## src/rtl/islp_pkg.sv

```systemverilog
// Package of constants and carrier types for the interrupt service and low-power block
// Summary of operation
// - Highest-level pending request is served first; daisy-chain position breaks ties.
// - Entering service sets all three mask level bits, blocking every maskable request.
// - A running non-maskable routine blocks further non-maskable requests until return.
// - Return pops the saved status word, restoring the earlier mask level.
// - A routine may lower the mask to allow nesting; return resumes the outer one.
// - Non-maskable and polarity select bits may be frozen; frozen bits ignore writes.
// - Non-maskable select frozen at 0 never acts as NMI; frozen at 1 always does.
// - Polarity frozen at 0 takes falling edges only; frozen at 1 rising only.
// - Halt mode stops every system clock.
// - Standby stops only the CPU clocks; oscillator and watchdog clocks keep running.
// - Idle keeps clocks running and waits for reset or an enabled interrupt.
// - With low power disabled by option, writes to mode selection have no effect.
// - The wait instruction enters halt, standby or idle as the selection says.
// - Up to 24 selectable wakeup sources plus power-module interrupts end low power.
// - A wakeup source counts only when enabled locally and globally.
package islp_pkg;

    // ==========================================================
    // Sizes
    localparam int ISLP_NSRC = 8;
    localparam int ISLP_NWAKE = 24;
    localparam int ISLP_LVLW = 3;

    // ==========================================================
    // Register byte offsets
    localparam logic [7:0] ISLP_OFF_EXT_CTRL = 8'h00;
    localparam logic [7:0] ISLP_OFF_LP_SEL = 8'h04;
    localparam logic [7:0] ISLP_OFF_WAKE_EN = 8'h08;
    localparam logic [7:0] ISLP_OFF_STATUS_WORD = 8'h0C;
    localparam logic [7:0] ISLP_OFF_LEVEL = 8'h10;
    localparam logic [7:0] ISLP_OFF_EV_STAT = 8'h14;
    localparam logic [7:0] ISLP_OFF_EV_MASK = 8'h18;
    localparam logic [7:0] ISLP_OFF_CORE_STATE = 8'h1C;

    // ==========================================================
    // Field positions
    localparam int ISLP_EXT_EN_BIT = 0;
    localparam int ISLP_EXT_EDGE_BIT = 2;
    localparam int ISLP_EXT_NMI_BIT = 5;
    localparam int ISLP_SW_GIE_BIT = 4;
    localparam int ISLP_EV_EDGE = 0;
    localparam int ISLP_EV_WAKE = 1;
    localparam int ISLP_EV_OVFL = 2;
    localparam int ISLP_EV_PHANTOM = 3;
    localparam int ISLP_EV_NMI_HELD = 4;
    localparam int ISLP_NEV = 5;

    // ==========================================================
    // Reset values
    localparam logic [2:0] ISLP_MASK_ALL = 3'h7;
    localparam logic [2:0] ISLP_RST_MASK = 3'h7;
    localparam logic [1:0] ISLP_RST_LP_SEL = 2'h0;
    localparam logic [23:0] ISLP_RST_LEVEL = 24'h00_0000;

    // ==========================================================
    // Low-power selection codes and power states
    localparam logic [1:0] ISLP_SEL_IDLE = 2'h0;
    localparam logic [1:0] ISLP_SEL_STANDBY = 2'h1;
    localparam logic [1:0] ISLP_SEL_HALT = 2'h2;

    typedef enum logic [2:0] {
        ISLP_PM_RUN = 3'b000,
        ISLP_PM_IDLE = 3'b001,
        ISLP_PM_STANDBY = 3'b010,
        ISLP_PM_HALT = 3'b011,
        ISLP_PM_WAKE = 3'b100
    } islp_pmode_t;

    // ==========================================================
    // Carriers
    typedef struct packed {
        logic psel;
        logic penable;
        logic pwrite;
        logic [7:0] paddr;
        logic [31:0] pwdata;
    } islp_apb_req_t;

    typedef struct packed {
        logic [31:0] prdata;
        logic pready;
        logic pslverr;
    } islp_apb_rsp_t;

    typedef struct packed {
        logic req;
        logic nmi;
        logic [2:0] id;
    } islp_offer_t;

    typedef struct packed {
        logic sys;
        logic cpu;
        logic osc;
        logic wdt;
    } islp_clk_en_t;

    // Saved status word: NMI-in-service flag, global enable, mask level
    typedef struct packed {
        logic nmi_act;
        logic gie;
        logic [2:0] mask;
    } islp_saved_t;

endpackage : islp_pkg

```

## src/rtl/islp_pin_edge.sv

```systemverilog
// Pin synchroniser with agreement filter and edge pulses
`timescale 1ns/1ps
module islp_pin_edge (
    // Clock and reset
    input wire logic i_mclk,
    input wire logic i_sys_rst,
    input wire logic i_ce,
    // Pin
    input wire logic i_pin,
    // Edge pulses
    output logic o_rise,
    output logic o_fall
);
    logic [2:0] sync;
    logic level;
    logic primed;

    // The first stage feeds only the second; edges come from stages two and three
    always_ff @(posedge i_mclk or posedge i_sys_rst) begin
        if (i_sys_rst) begin
            sync <= 3'h0;
            level <= 1'b0;
            primed <= 1'b0;
            o_rise <= 1'b0;
            o_fall <= 1'b0;
        end else if (i_ce) begin
            sync <= {sync[1:0], i_pin};
            o_rise <= 1'b0;
            o_fall <= 1'b0;
            if (sync[1] == sync[2]) begin
                primed <= 1'b1;
                level <= sync[2];
                // First agreement only loads the level, which is the reset zero, so a pin high from reset still gives a rise
                if (primed && sync[2] != level) begin
                    o_rise <= sync[2];
                    o_fall <= ~sync[2];
                end
            end
        end
    end
endmodule : islp_pin_edge

```

## src/rtl/islp_core.sv

```systemverilog
// Interrupt arbitration, status-word stack, Type A pin and low-power control
`timescale 1ns/1ps
module islp_core
    import islp_pkg::*;
#(
    parameter int STACK_DEPTH = 8,
    parameter int NPM = 7,
    parameter bit FREEZE_NMI = 1'b0,
    parameter bit FREEZE_NMI_VAL = 1'b0,
    parameter bit FREEZE_POL = 1'b0,
    parameter bit FREEZE_POL_VAL = 1'b0,
    parameter bit LP_DISABLE = 1'b0
) (
    // Clock, reset, clock enable
    input wire logic i_mclk,
    input wire logic i_sys_rst,
    input wire logic i_ce,
    // APB slave
    input wire islp_apb_req_t i_apb,
    output islp_apb_rsp_t o_apb,
    // Request sources
    input wire logic [ISLP_NSRC-2:0] i_irq_req,
    input wire logic i_ext_pin,
    input wire logic [ISLP_NWAKE-1:0] i_wake_src,
    input wire logic [NPM-1:0] i_pm_irq,
    // CPU side
    input wire logic i_cpu_ack,
    input wire logic i_cpu_rti,
    input wire logic i_cpu_wait,
    output islp_offer_t o_offer,
    output logic [2:0] o_mask_level,
    output logic o_cpu_idle,
    // Clock gates and interrupt
    output islp_clk_en_t o_clk_en,
    output logic o_irq
);
    localparam int SPW = $clog2(STACK_DEPTH + 1);
    localparam logic [SPW-1:0] SP_FULL = SPW'(STACK_DEPTH);
    localparam logic [SPW-1:0] SP_ONE = SPW'(1);

    typedef struct packed {
        islp_apb_rsp_t apb;
        logic ext_nmi_sel;
        logic ext_edge_sel;
        logic ext_en;
        logic [1:0] lp_sel;
        logic [ISLP_NWAKE-1:0] wake_en;
        logic [ISLP_NSRC*ISLP_LVLW-1:0] level;
        islp_saved_t sw;
        logic ext_pend;
        logic nmi_pend;
        logic [ISLP_NEV-1:0] ev_stat;
        logic [ISLP_NEV-1:0] ev_mask;
        logic [STACK_DEPTH-1:0][4:0] stk;
        logic [SPW-1:0] sp;
        islp_pmode_t pmode;
        islp_offer_t offer;
        islp_clk_en_t clk;
        logic idle;
        logic irq;
    } islp_state_t;

    islp_state_t s;
    islp_state_t next_s;
    logic edge_rise;
    logic edge_fall;

    islp_pin_edge u_pin (
        .i_mclk(i_mclk),
        .i_sys_rst(i_sys_rst),
        .i_ce(i_ce),
        .i_pin(i_ext_pin),
        .o_rise(edge_rise),
        .o_fall(edge_fall)
    );

    // ==========================================================
    // Effective Type A selections
    logic nmi_sel;
    logic pol_sel;
    assign nmi_sel = FREEZE_NMI ? FREEZE_NMI_VAL : s.ext_nmi_sel;
    assign pol_sel = FREEZE_POL ? FREEZE_POL_VAL : s.ext_edge_sel;

    // ==========================================================
    // Arbitration
    logic [ISLP_NSRC-1:0] pend;
    logic found;
    logic [2:0] best_id;
    logic [2:0] best_lvl;
    logic nmi_ok;
    logic wake_lp;

    always_comb begin
        logic [2:0] lvl;
        lvl = 3'h0;
        pend = {i_irq_req, s.ext_pend & s.ext_en & ~nmi_sel};
        found = 1'b0;
        best_id = 3'h0;
        best_lvl = 3'h0;
        // Walk from the chain's tail so the position nearest the head wins a tie
        for (int i = ISLP_NSRC - 1; i >= 0; i--) begin
            lvl = s.level[i*ISLP_LVLW +: ISLP_LVLW];
            if (pend[i] && s.sw.gie && lvl > s.sw.mask && (!found || lvl >= best_lvl)) begin
                found = 1'b1;
                best_id = 3'(i);
                best_lvl = lvl;
            end
        end
        nmi_ok = s.nmi_pend & ~s.sw.nmi_act;
        // Wakeup sources need local and global enable; power-module irqs need only global, NMI neither
        wake_lp = (s.sw.gie & ((|(i_wake_src & s.wake_en)) | (|i_pm_irq))) | nmi_ok;
    end

    // ==========================================================
    // Register read mux
    function automatic logic [31:0] rd_mux(input islp_state_t st, input logic [7:0] a,
                                           input logic nsel, input logic psel_v);
        logic [31:0] d;
        d = 32'h0000_0000;
        case (a)
            ISLP_OFF_EXT_CTRL: begin
                d[ISLP_EXT_EN_BIT] = st.ext_en;
                d[ISLP_EXT_EDGE_BIT] = psel_v;
                d[ISLP_EXT_NMI_BIT] = nsel;
            end
            ISLP_OFF_LP_SEL: d[1:0] = st.lp_sel;
            ISLP_OFF_WAKE_EN: d[ISLP_NWAKE-1:0] = st.wake_en;
            ISLP_OFF_STATUS_WORD: begin
                d[2:0] = st.sw.mask;
                d[ISLP_SW_GIE_BIT] = st.sw.gie;
            end
            ISLP_OFF_LEVEL: d[ISLP_NSRC*ISLP_LVLW-1:0] = st.level;
            ISLP_OFF_EV_STAT: d[ISLP_NEV-1:0] = st.ev_stat;
            ISLP_OFF_EV_MASK: d[ISLP_NEV-1:0] = st.ev_mask;
            ISLP_OFF_CORE_STATE: begin
                d[7:0] = 8'(st.sp);
                d[8] = st.sw.nmi_act;
                d[9] = st.nmi_pend;
                d[10] = st.ext_pend;
                d[14:12] = st.pmode;
            end
            default: d = 32'h0000_0000;
        endcase
        return d;
    endfunction : rd_mux

    function automatic logic mapped(input logic [7:0] a);
        return (a[1:0] == 2'h0) && (a <= ISLP_OFF_CORE_STATE);
    endfunction : mapped

    // ==========================================================
    // Next-state logic
    always_comb begin
        logic wr;
        logic sel_edge;
        logic wake;
        islp_saved_t top;
        next_s = s;
        wr = 1'b0;
        top = '0;
        sel_edge = pol_sel ? edge_rise : edge_fall;
        wake = 1'b0;
        // APB: one wait state; the write lands on the edge that sees pready high
        next_s.apb.pready = 1'b0;
        next_s.apb.pslverr = 1'b0;
        if (i_apb.psel && i_apb.penable && !s.apb.pready) begin
            next_s.apb.pready = 1'b1;
            next_s.apb.pslverr = ~mapped(i_apb.paddr);
            next_s.apb.prdata = i_apb.pwrite ? 32'h0000_0000 :
                                rd_mux(s, i_apb.paddr, nmi_sel, pol_sel);
        end
        wr = i_apb.psel && i_apb.penable && s.apb.pready && i_apb.pwrite;
        if (wr) begin
            case (i_apb.paddr)
                ISLP_OFF_EXT_CTRL: begin
                    next_s.ext_en = i_apb.pwdata[ISLP_EXT_EN_BIT];
                    // Frozen bits read back their fixed value; the stored copy is unused
                    if (!FREEZE_NMI) begin
                        next_s.ext_nmi_sel = i_apb.pwdata[ISLP_EXT_NMI_BIT];
                    end
                    if (!FREEZE_POL) begin
                        next_s.ext_edge_sel = i_apb.pwdata[ISLP_EXT_EDGE_BIT];
                    end
                end
                ISLP_OFF_LP_SEL: begin
                    if (!LP_DISABLE) begin
                        next_s.lp_sel = i_apb.pwdata[1:0];
                    end
                end
                ISLP_OFF_WAKE_EN: next_s.wake_en = i_apb.pwdata[ISLP_NWAKE-1:0];
                ISLP_OFF_STATUS_WORD: begin
                    next_s.sw.mask = i_apb.pwdata[2:0];
                    next_s.sw.gie = i_apb.pwdata[ISLP_SW_GIE_BIT];
                end
                ISLP_OFF_LEVEL: next_s.level = i_apb.pwdata[ISLP_NSRC*ISLP_LVLW-1:0];
                ISLP_OFF_EV_STAT: next_s.ev_stat = s.ev_stat & ~i_apb.pwdata[ISLP_NEV-1:0];
                ISLP_OFF_EV_MASK: next_s.ev_mask = i_apb.pwdata[ISLP_NEV-1:0];
                default: next_s.ev_mask = next_s.ev_mask;
            endcase
        end

        // Interrupt entry: save status word, raise mask to all ones
        if (i_cpu_ack && s.pmode == ISLP_PM_RUN) begin
            if (s.offer.req) begin
                if (s.sp == SP_FULL) begin
                    // No room to save: entry still proceeds, return will not restore
                    next_s.ev_stat[ISLP_EV_OVFL] = 1'b1;
                end else begin
                    next_s.stk[s.sp] = s.sw;
                    next_s.sp = s.sp + SP_ONE;
                end
                next_s.sw.mask = ISLP_MASK_ALL;
                if (s.offer.nmi) begin
                    next_s.sw.nmi_act = 1'b1;
                    next_s.nmi_pend = 1'b0;
                end else if (s.offer.id == 3'h0) begin
                    next_s.ext_pend = 1'b0;
                end
            end else begin
                next_s.ev_stat[ISLP_EV_PHANTOM] = 1'b1;
            end
        end else if (i_cpu_rti && s.sp != SPW'(0)) begin
            // Pop restores mask, global enable and NMI-in-service to the outer routine
            top = s.stk[s.sp - SP_ONE];
            next_s.sw = top;
            next_s.sp = s.sp - SP_ONE;
        end

        // Type A edge: set wins over any clear in the same cycle
        if (sel_edge) begin
            next_s.ev_stat[ISLP_EV_EDGE] = 1'b1;
            if (nmi_sel) begin
                next_s.nmi_pend = 1'b1;
                if (s.sw.nmi_act) begin
                    next_s.ev_stat[ISLP_EV_NMI_HELD] = 1'b1;
                end
            end else begin
                next_s.ext_pend = 1'b1;
            end
        end

        // Power-mode sequence
        case (s.pmode)
            ISLP_PM_RUN: begin
                if (i_cpu_wait && !(i_cpu_ack && s.offer.req)) begin
                    case (s.lp_sel)
                        ISLP_SEL_HALT: begin
                            next_s.pmode = ISLP_PM_HALT;
                            next_s.clk = '0;
                        end
                        ISLP_SEL_STANDBY: begin
                            next_s.pmode = ISLP_PM_STANDBY;
                            next_s.clk = '{sys: 1'b1, cpu: 1'b0, osc: 1'b1, wdt: 1'b1};
                        end
                        default: begin
                            next_s.pmode = ISLP_PM_IDLE;
                            next_s.idle = 1'b1;
                        end
                    endcase
                end
            end
            ISLP_PM_IDLE: wake = wake_lp | found;
            ISLP_PM_STANDBY: wake = wake_lp;
            ISLP_PM_HALT: wake = wake_lp;
            ISLP_PM_WAKE: begin
                next_s.pmode = ISLP_PM_RUN;
                next_s.idle = 1'b0;
            end
            default: next_s.pmode = ISLP_PM_RUN;
        endcase
        if (wake) begin
            // Clocks return two cycles ahead of the CPU being offered any request
            next_s.pmode = ISLP_PM_WAKE;
            next_s.clk = '{sys: 1'b1, cpu: 1'b1, osc: 1'b1, wdt: 1'b1};
            next_s.ev_stat[ISLP_EV_WAKE] = 1'b1;
        end

        // Offer to the CPU, withheld outside run and on the cycle it is taken
        next_s.offer = '0;
        if (next_s.pmode == ISLP_PM_RUN && s.pmode == ISLP_PM_RUN && !i_cpu_ack) begin
            next_s.offer.req = nmi_ok | found;
            next_s.offer.nmi = nmi_ok;
            next_s.offer.id = nmi_ok ? 3'h0 : best_id;
        end
        next_s.irq = |(next_s.ev_stat & next_s.ev_mask);
    end

    // ==========================================================
    // State register
    always_ff @(posedge i_mclk or posedge i_sys_rst) begin
        if (i_sys_rst) begin
            s <= '0;
            s.sw.mask <= ISLP_RST_MASK;
            s.lp_sel <= ISLP_RST_LP_SEL;
            s.level <= ISLP_RST_LEVEL;
            s.pmode <= ISLP_PM_RUN;
            s.clk <= '{sys: 1'b1, cpu: 1'b1, osc: 1'b1, wdt: 1'b1};
        end else if (i_ce) begin
            s <= next_s;
        end
    end

    assign o_apb = s.apb;
    assign o_offer = s.offer;
    assign o_mask_level = s.sw.mask;
    assign o_cpu_idle = s.idle;
    assign o_clk_en = s.clk;
    assign o_irq = s.irq;

endmodule : islp_core

```

## config.mk

```make
export PLATFORM = sky130hd
export DESIGN_NAME = islp_core
export DESIGN_NICKNAME = d
export VERILOG_FILES = /design/src/rtl/islp_pkg.sv /design/src/rtl/islp_pin_edge.sv /design/src/rtl/islp_core.sv
export SDC_FILE = /design/constraint.sdc
export NUM_CORES = 1
export LEC_CHECK = 0
export BUFFER_PORTS_ARGS = -buffer_cell sky130_fd_sc_hd__buf_2
export CAP_MARGIN = 40
export CORE_ASPECT_RATIO = 1.1
export CORE_MARGIN = 2
export CORE_UTILIZATION = 50
export DETAILED_ROUTE_END_ITERATION = 7
export GPL_TIMING_DRIVEN = 0
export HOLD_SLACK_MARGIN = 0.02
export PLACE_DENSITY_LB_ADDON = 0.1
export SLEW_MARGIN = 20
export SYNTH_ARGS = -nofsm -noshare
export SYNTH_HDL_FRONTEND = slang
export SYNTH_SLANG_ARGS = --single-unit
export TNS_END_PERCENT = 5
```

## constraint.sdc

```tcl
create_clock -name i_mclk -period 16.8 [get_ports i_mclk]
set_input_delay 5.04 -clock i_mclk [delete_from_list [all_inputs] [get_ports i_mclk]]
set_output_delay 5.04 -clock i_mclk [all_outputs]
set_load 0.02 [all_outputs]
```

==> flow_summary.ini <==
[cells_and_area]
mostFrequentLayoutCells = 154 x dfrtp_1, 125 x buf_2, 92 x mux2_2
area_growth_pct = 16.6
drive_above_1_share_pct = 32.8
register_area_sq_um = 3990
fin_nets = 1175
multi_input_area_sq_um = 4780
n_fill_cell = 1595
final_common_cell = dfrtp_1
num_antenna_cells = 0
post-route-cell-area_sq_um = 11000

[routing]
drc = 0
wl_per_cell_um = 19.8
firstDrtPassIters = 5
finalWirelength_mm = 25.6
drtIter0Drc = 546
ant_nets = 0
viasPerCell = 5.78
vias = 7477

[synth]
ys_warn_count = 0
synthArstFlopShare_pct = 100
synth_top_area_share_pct = 41.0
synth_top_area_cell = dfrtp_1
synth_area_sq_um = 9410
synth_edf_count = 0
ys_seq_area_share_pct = 42.4
synthTopCellsByArea = dfrtp_1 41%, mux2_2 11%, ha_1 6.7%, buf_4 4.0%, nand2_1 3.6%
ys_types = 77
syn_area_per_cell_sq_um = 10.5
ys_seq_elements = 159
syn_inst = 892
ys.flop_type = dfrtp_1

[clocking]
cts_buffer_depth = 2
clk_pin_slew_ns = 0.07
holdBufCountCts = 0
cts_root_buf = clkbuf_16
tritoncts = yes
cts.sinks = 159
numCtsBuffers = 17
clk-insertion-delay-late_ns = 0.43
htree_levels = 4
cts_resized = 0
post-cts-setup-buffers = 0

[sta]
maxSlewViolCount = 0
setup_ws_ns = 2.02
fmax_mhz = 67.6
fin_skew_ns = 0.00930
period_minus_slack_ns = 14.78
slew_headroom_pct = 51.4
fin_tns_setup_ns = 0
setup_viol = 0
hold_violations = 0
grt_setup_unrepaired = no
tightest_slew_ns = 0.723
post-route-period-util_pct = 88.0

[place]
io_buffers = 117
place.gp.congestion = 0.866
post-place-ws_ns = 1.67
place_hpwl_mm = 19.7
placed_area_sq_um = 10400

[job]
cap_violations = 0

[floorplanning]
die_h_um = 148
fp.dieArea_sq_um = 19900
io_pins = 136
die_w_um = 135
core_area_sq_um = 18400
initial_core_util_pct = 51.1
row_count = 52

[critical_path]
worstPathMaxFanout = 8
critPathKind = primary input to flip-flop
arrival_ns = 15.11
critPathSlowestCell = o31ai_2
required_ns = 17.13
max_stage_delay_ns = 0.55
cp_common_cell = ha_1
cp-start-kind = primary input
crit_path_end_kind = flip-flop

[global_route]
antenna_found_initial = 0
grt_pass1_vias = 7287
overflow = 0
grt_start_max_net_pins = 96
grt_usage_pct = 26.4
grt_pass1_wl_mm = 40.2

[power_and_ir_drop]
comb_power_share_pct = 31.7
p_switching_w = 0.000434
p_clk_share_pct = 31.9
p_per_area_nw_per_um2 = 113
peakVddDrop_mv = 0.0880
swShare_pct = 35.1
p_leak_nw = 5.31
internal_power_w = 0.000802
p_seq_share_pct = 36.4

[status]
status = complete, no violations

[hold_path]
worstHoldPathType = flip-flop to flip-flop
## per-layer routing
metal	up-vias	global-route usage, %	share of wire, %
met2	196	45.4	51
met4	0	7.79	2.4
met3	39	4.60	4.4
li1	3511	-	-
met1	3731	34.2	43
met5	-	0	0
## per-stage QoR
| stage | util [%] | hold WS (ns) | std cells | power [W] |
|---|---|---|---|---|
| floorplan | - | 0.450 | 899 | 0.000733 |
| global placement | 56.1 | 0.464 | 1259 | 0.000841 |
| detailed placement | 56.3 | 0.471 | 1261 | 0.000848 |
| CTS | 59.5 | 0.487 | 1293 | 0.00124 |
| global route | 59.5 | 0.512 | 1293 | 0.00131 |
| finish | 59.5 | 0.480 | 1293 | 0.00124 |
## worst max-delay path, delay by kind of cell
| family | cells | cell delay [ns] |
|---|---|---|
| AOI/OAI and AO/OA | 22 | 4.67 |
| buffers and inverters | 4 | 0.36 |
| muxes | 3 | 0.88 |
| adders and majority gates | 7 | 1.85 |
| and+or+nand+nor | 14 | 2.33 |
## final timing paths
kind,from,to,slack (ns),cells past startpoint
setup / recovery,i_irq_req[6],o_offer[2],2.02,50
min in group asynchronous,i_sys_rst,u_pin.o_fall,4.64,2
setup reg to reg,o_mask_level[1],o_offer[2],4.88,53
max in group asynchronous,i_sys_rst,s[103],11.33,3
hold / removal,o_apb[23],o_apb[23],0.48,2
hold reg to reg,o_apb[23],o_apb[23],0.48,2
## cell usage after synthesis (all sizes together) (3+ instances only)
| cell type | instances |
|---|---|
| mux2i | 13 |
| o2bb2ai | 4 |
| buf | 63 |
| o311ai | 3 |
| a222oi | 3 |
| nor2 | 35 |
| and2 | 4 |
| ha | 50 |
| o22ai | 7 |
| and3 | 6 |
| mux4 | 12 |
| mux2 | 99 |
| a221oi | 6 |
| a31oi | 6 |
| clkbuf | 23 |
| o31ai | 5 |
| a32o | 3 |
| a211oi | 3 |
| nor2b | 13 |
| nand4 | 6 |
| dfstp | 5 |
| a22oi | 22 |
| nor3 | 15 |
| o21ai | 56 |
| a22o | 16 |
| or2 | 4 |
| or4 | 4 |
| o22a | 4 |
| xnor2 | 3 |
| nand3 | 17 |
| inv | 36 |
| o21a | 5 |
| o211ai | 4 |
| nor4 | 7 |
| dfrtp | 154 |
| nand2b | 14 |
| a21o | 9 |
| a21oi | 40 |
| nand2 | 90 |
## sequential cells by signal, summed over array words and instances, names as in the netlist
register	cells
s	112
o_apb	26
o_offer	5
o_mask_level	3
u_pin.sync	3
o_clk_en	2
nmi_sel	1
o_cpu_idle	1
o_irq	1
pol_sel	1
u_pin.level	1
u_pin.o_fall	1
u_pin.o_rise	1
u_pin.primed	1
## cell families after synthesis
kind of cell | share of synthesized area [%]
AOI/OAI and AO/OA | 15.3
xor gates and xnor gates | 0.466
adders and majority gates | 6.65
buffers and inverters | 7.13
DFF | 42.4
muxes | 16.2
other | 0.0399
and+or+nand+nor | 11.9
## cell type report
class	count	share of cell area, %
Multi-Input combinational cell	618	43.6
Sequential cell	159	36.3
Timing Repair Buffer	119	5.63
Buffer	86	4.88
Clock buffer	18	3.91
Tap cell	243	2.77
Clock inverter	14	1.59
Inverter	36	1.30
## power by group through the flow
stage | clock (W) | combinational, W | sequential (W)
5_1_grt | 0.000419 | 0.000435 | 0.000454
6_report | 0.000394 | 0.000392 | 0.000450
4_1_cts | 0.000400 | 0.000393 | 0.000450
3_3_place_gp | 0 | 0.000385 | 0.000456
3_5_place_dp | 0 | 0.000391 | 0.000457
2_1_floorplan | 0 | 0.000288 | 0.000445
Note: power is estimated with default switching activity, not from simulation.
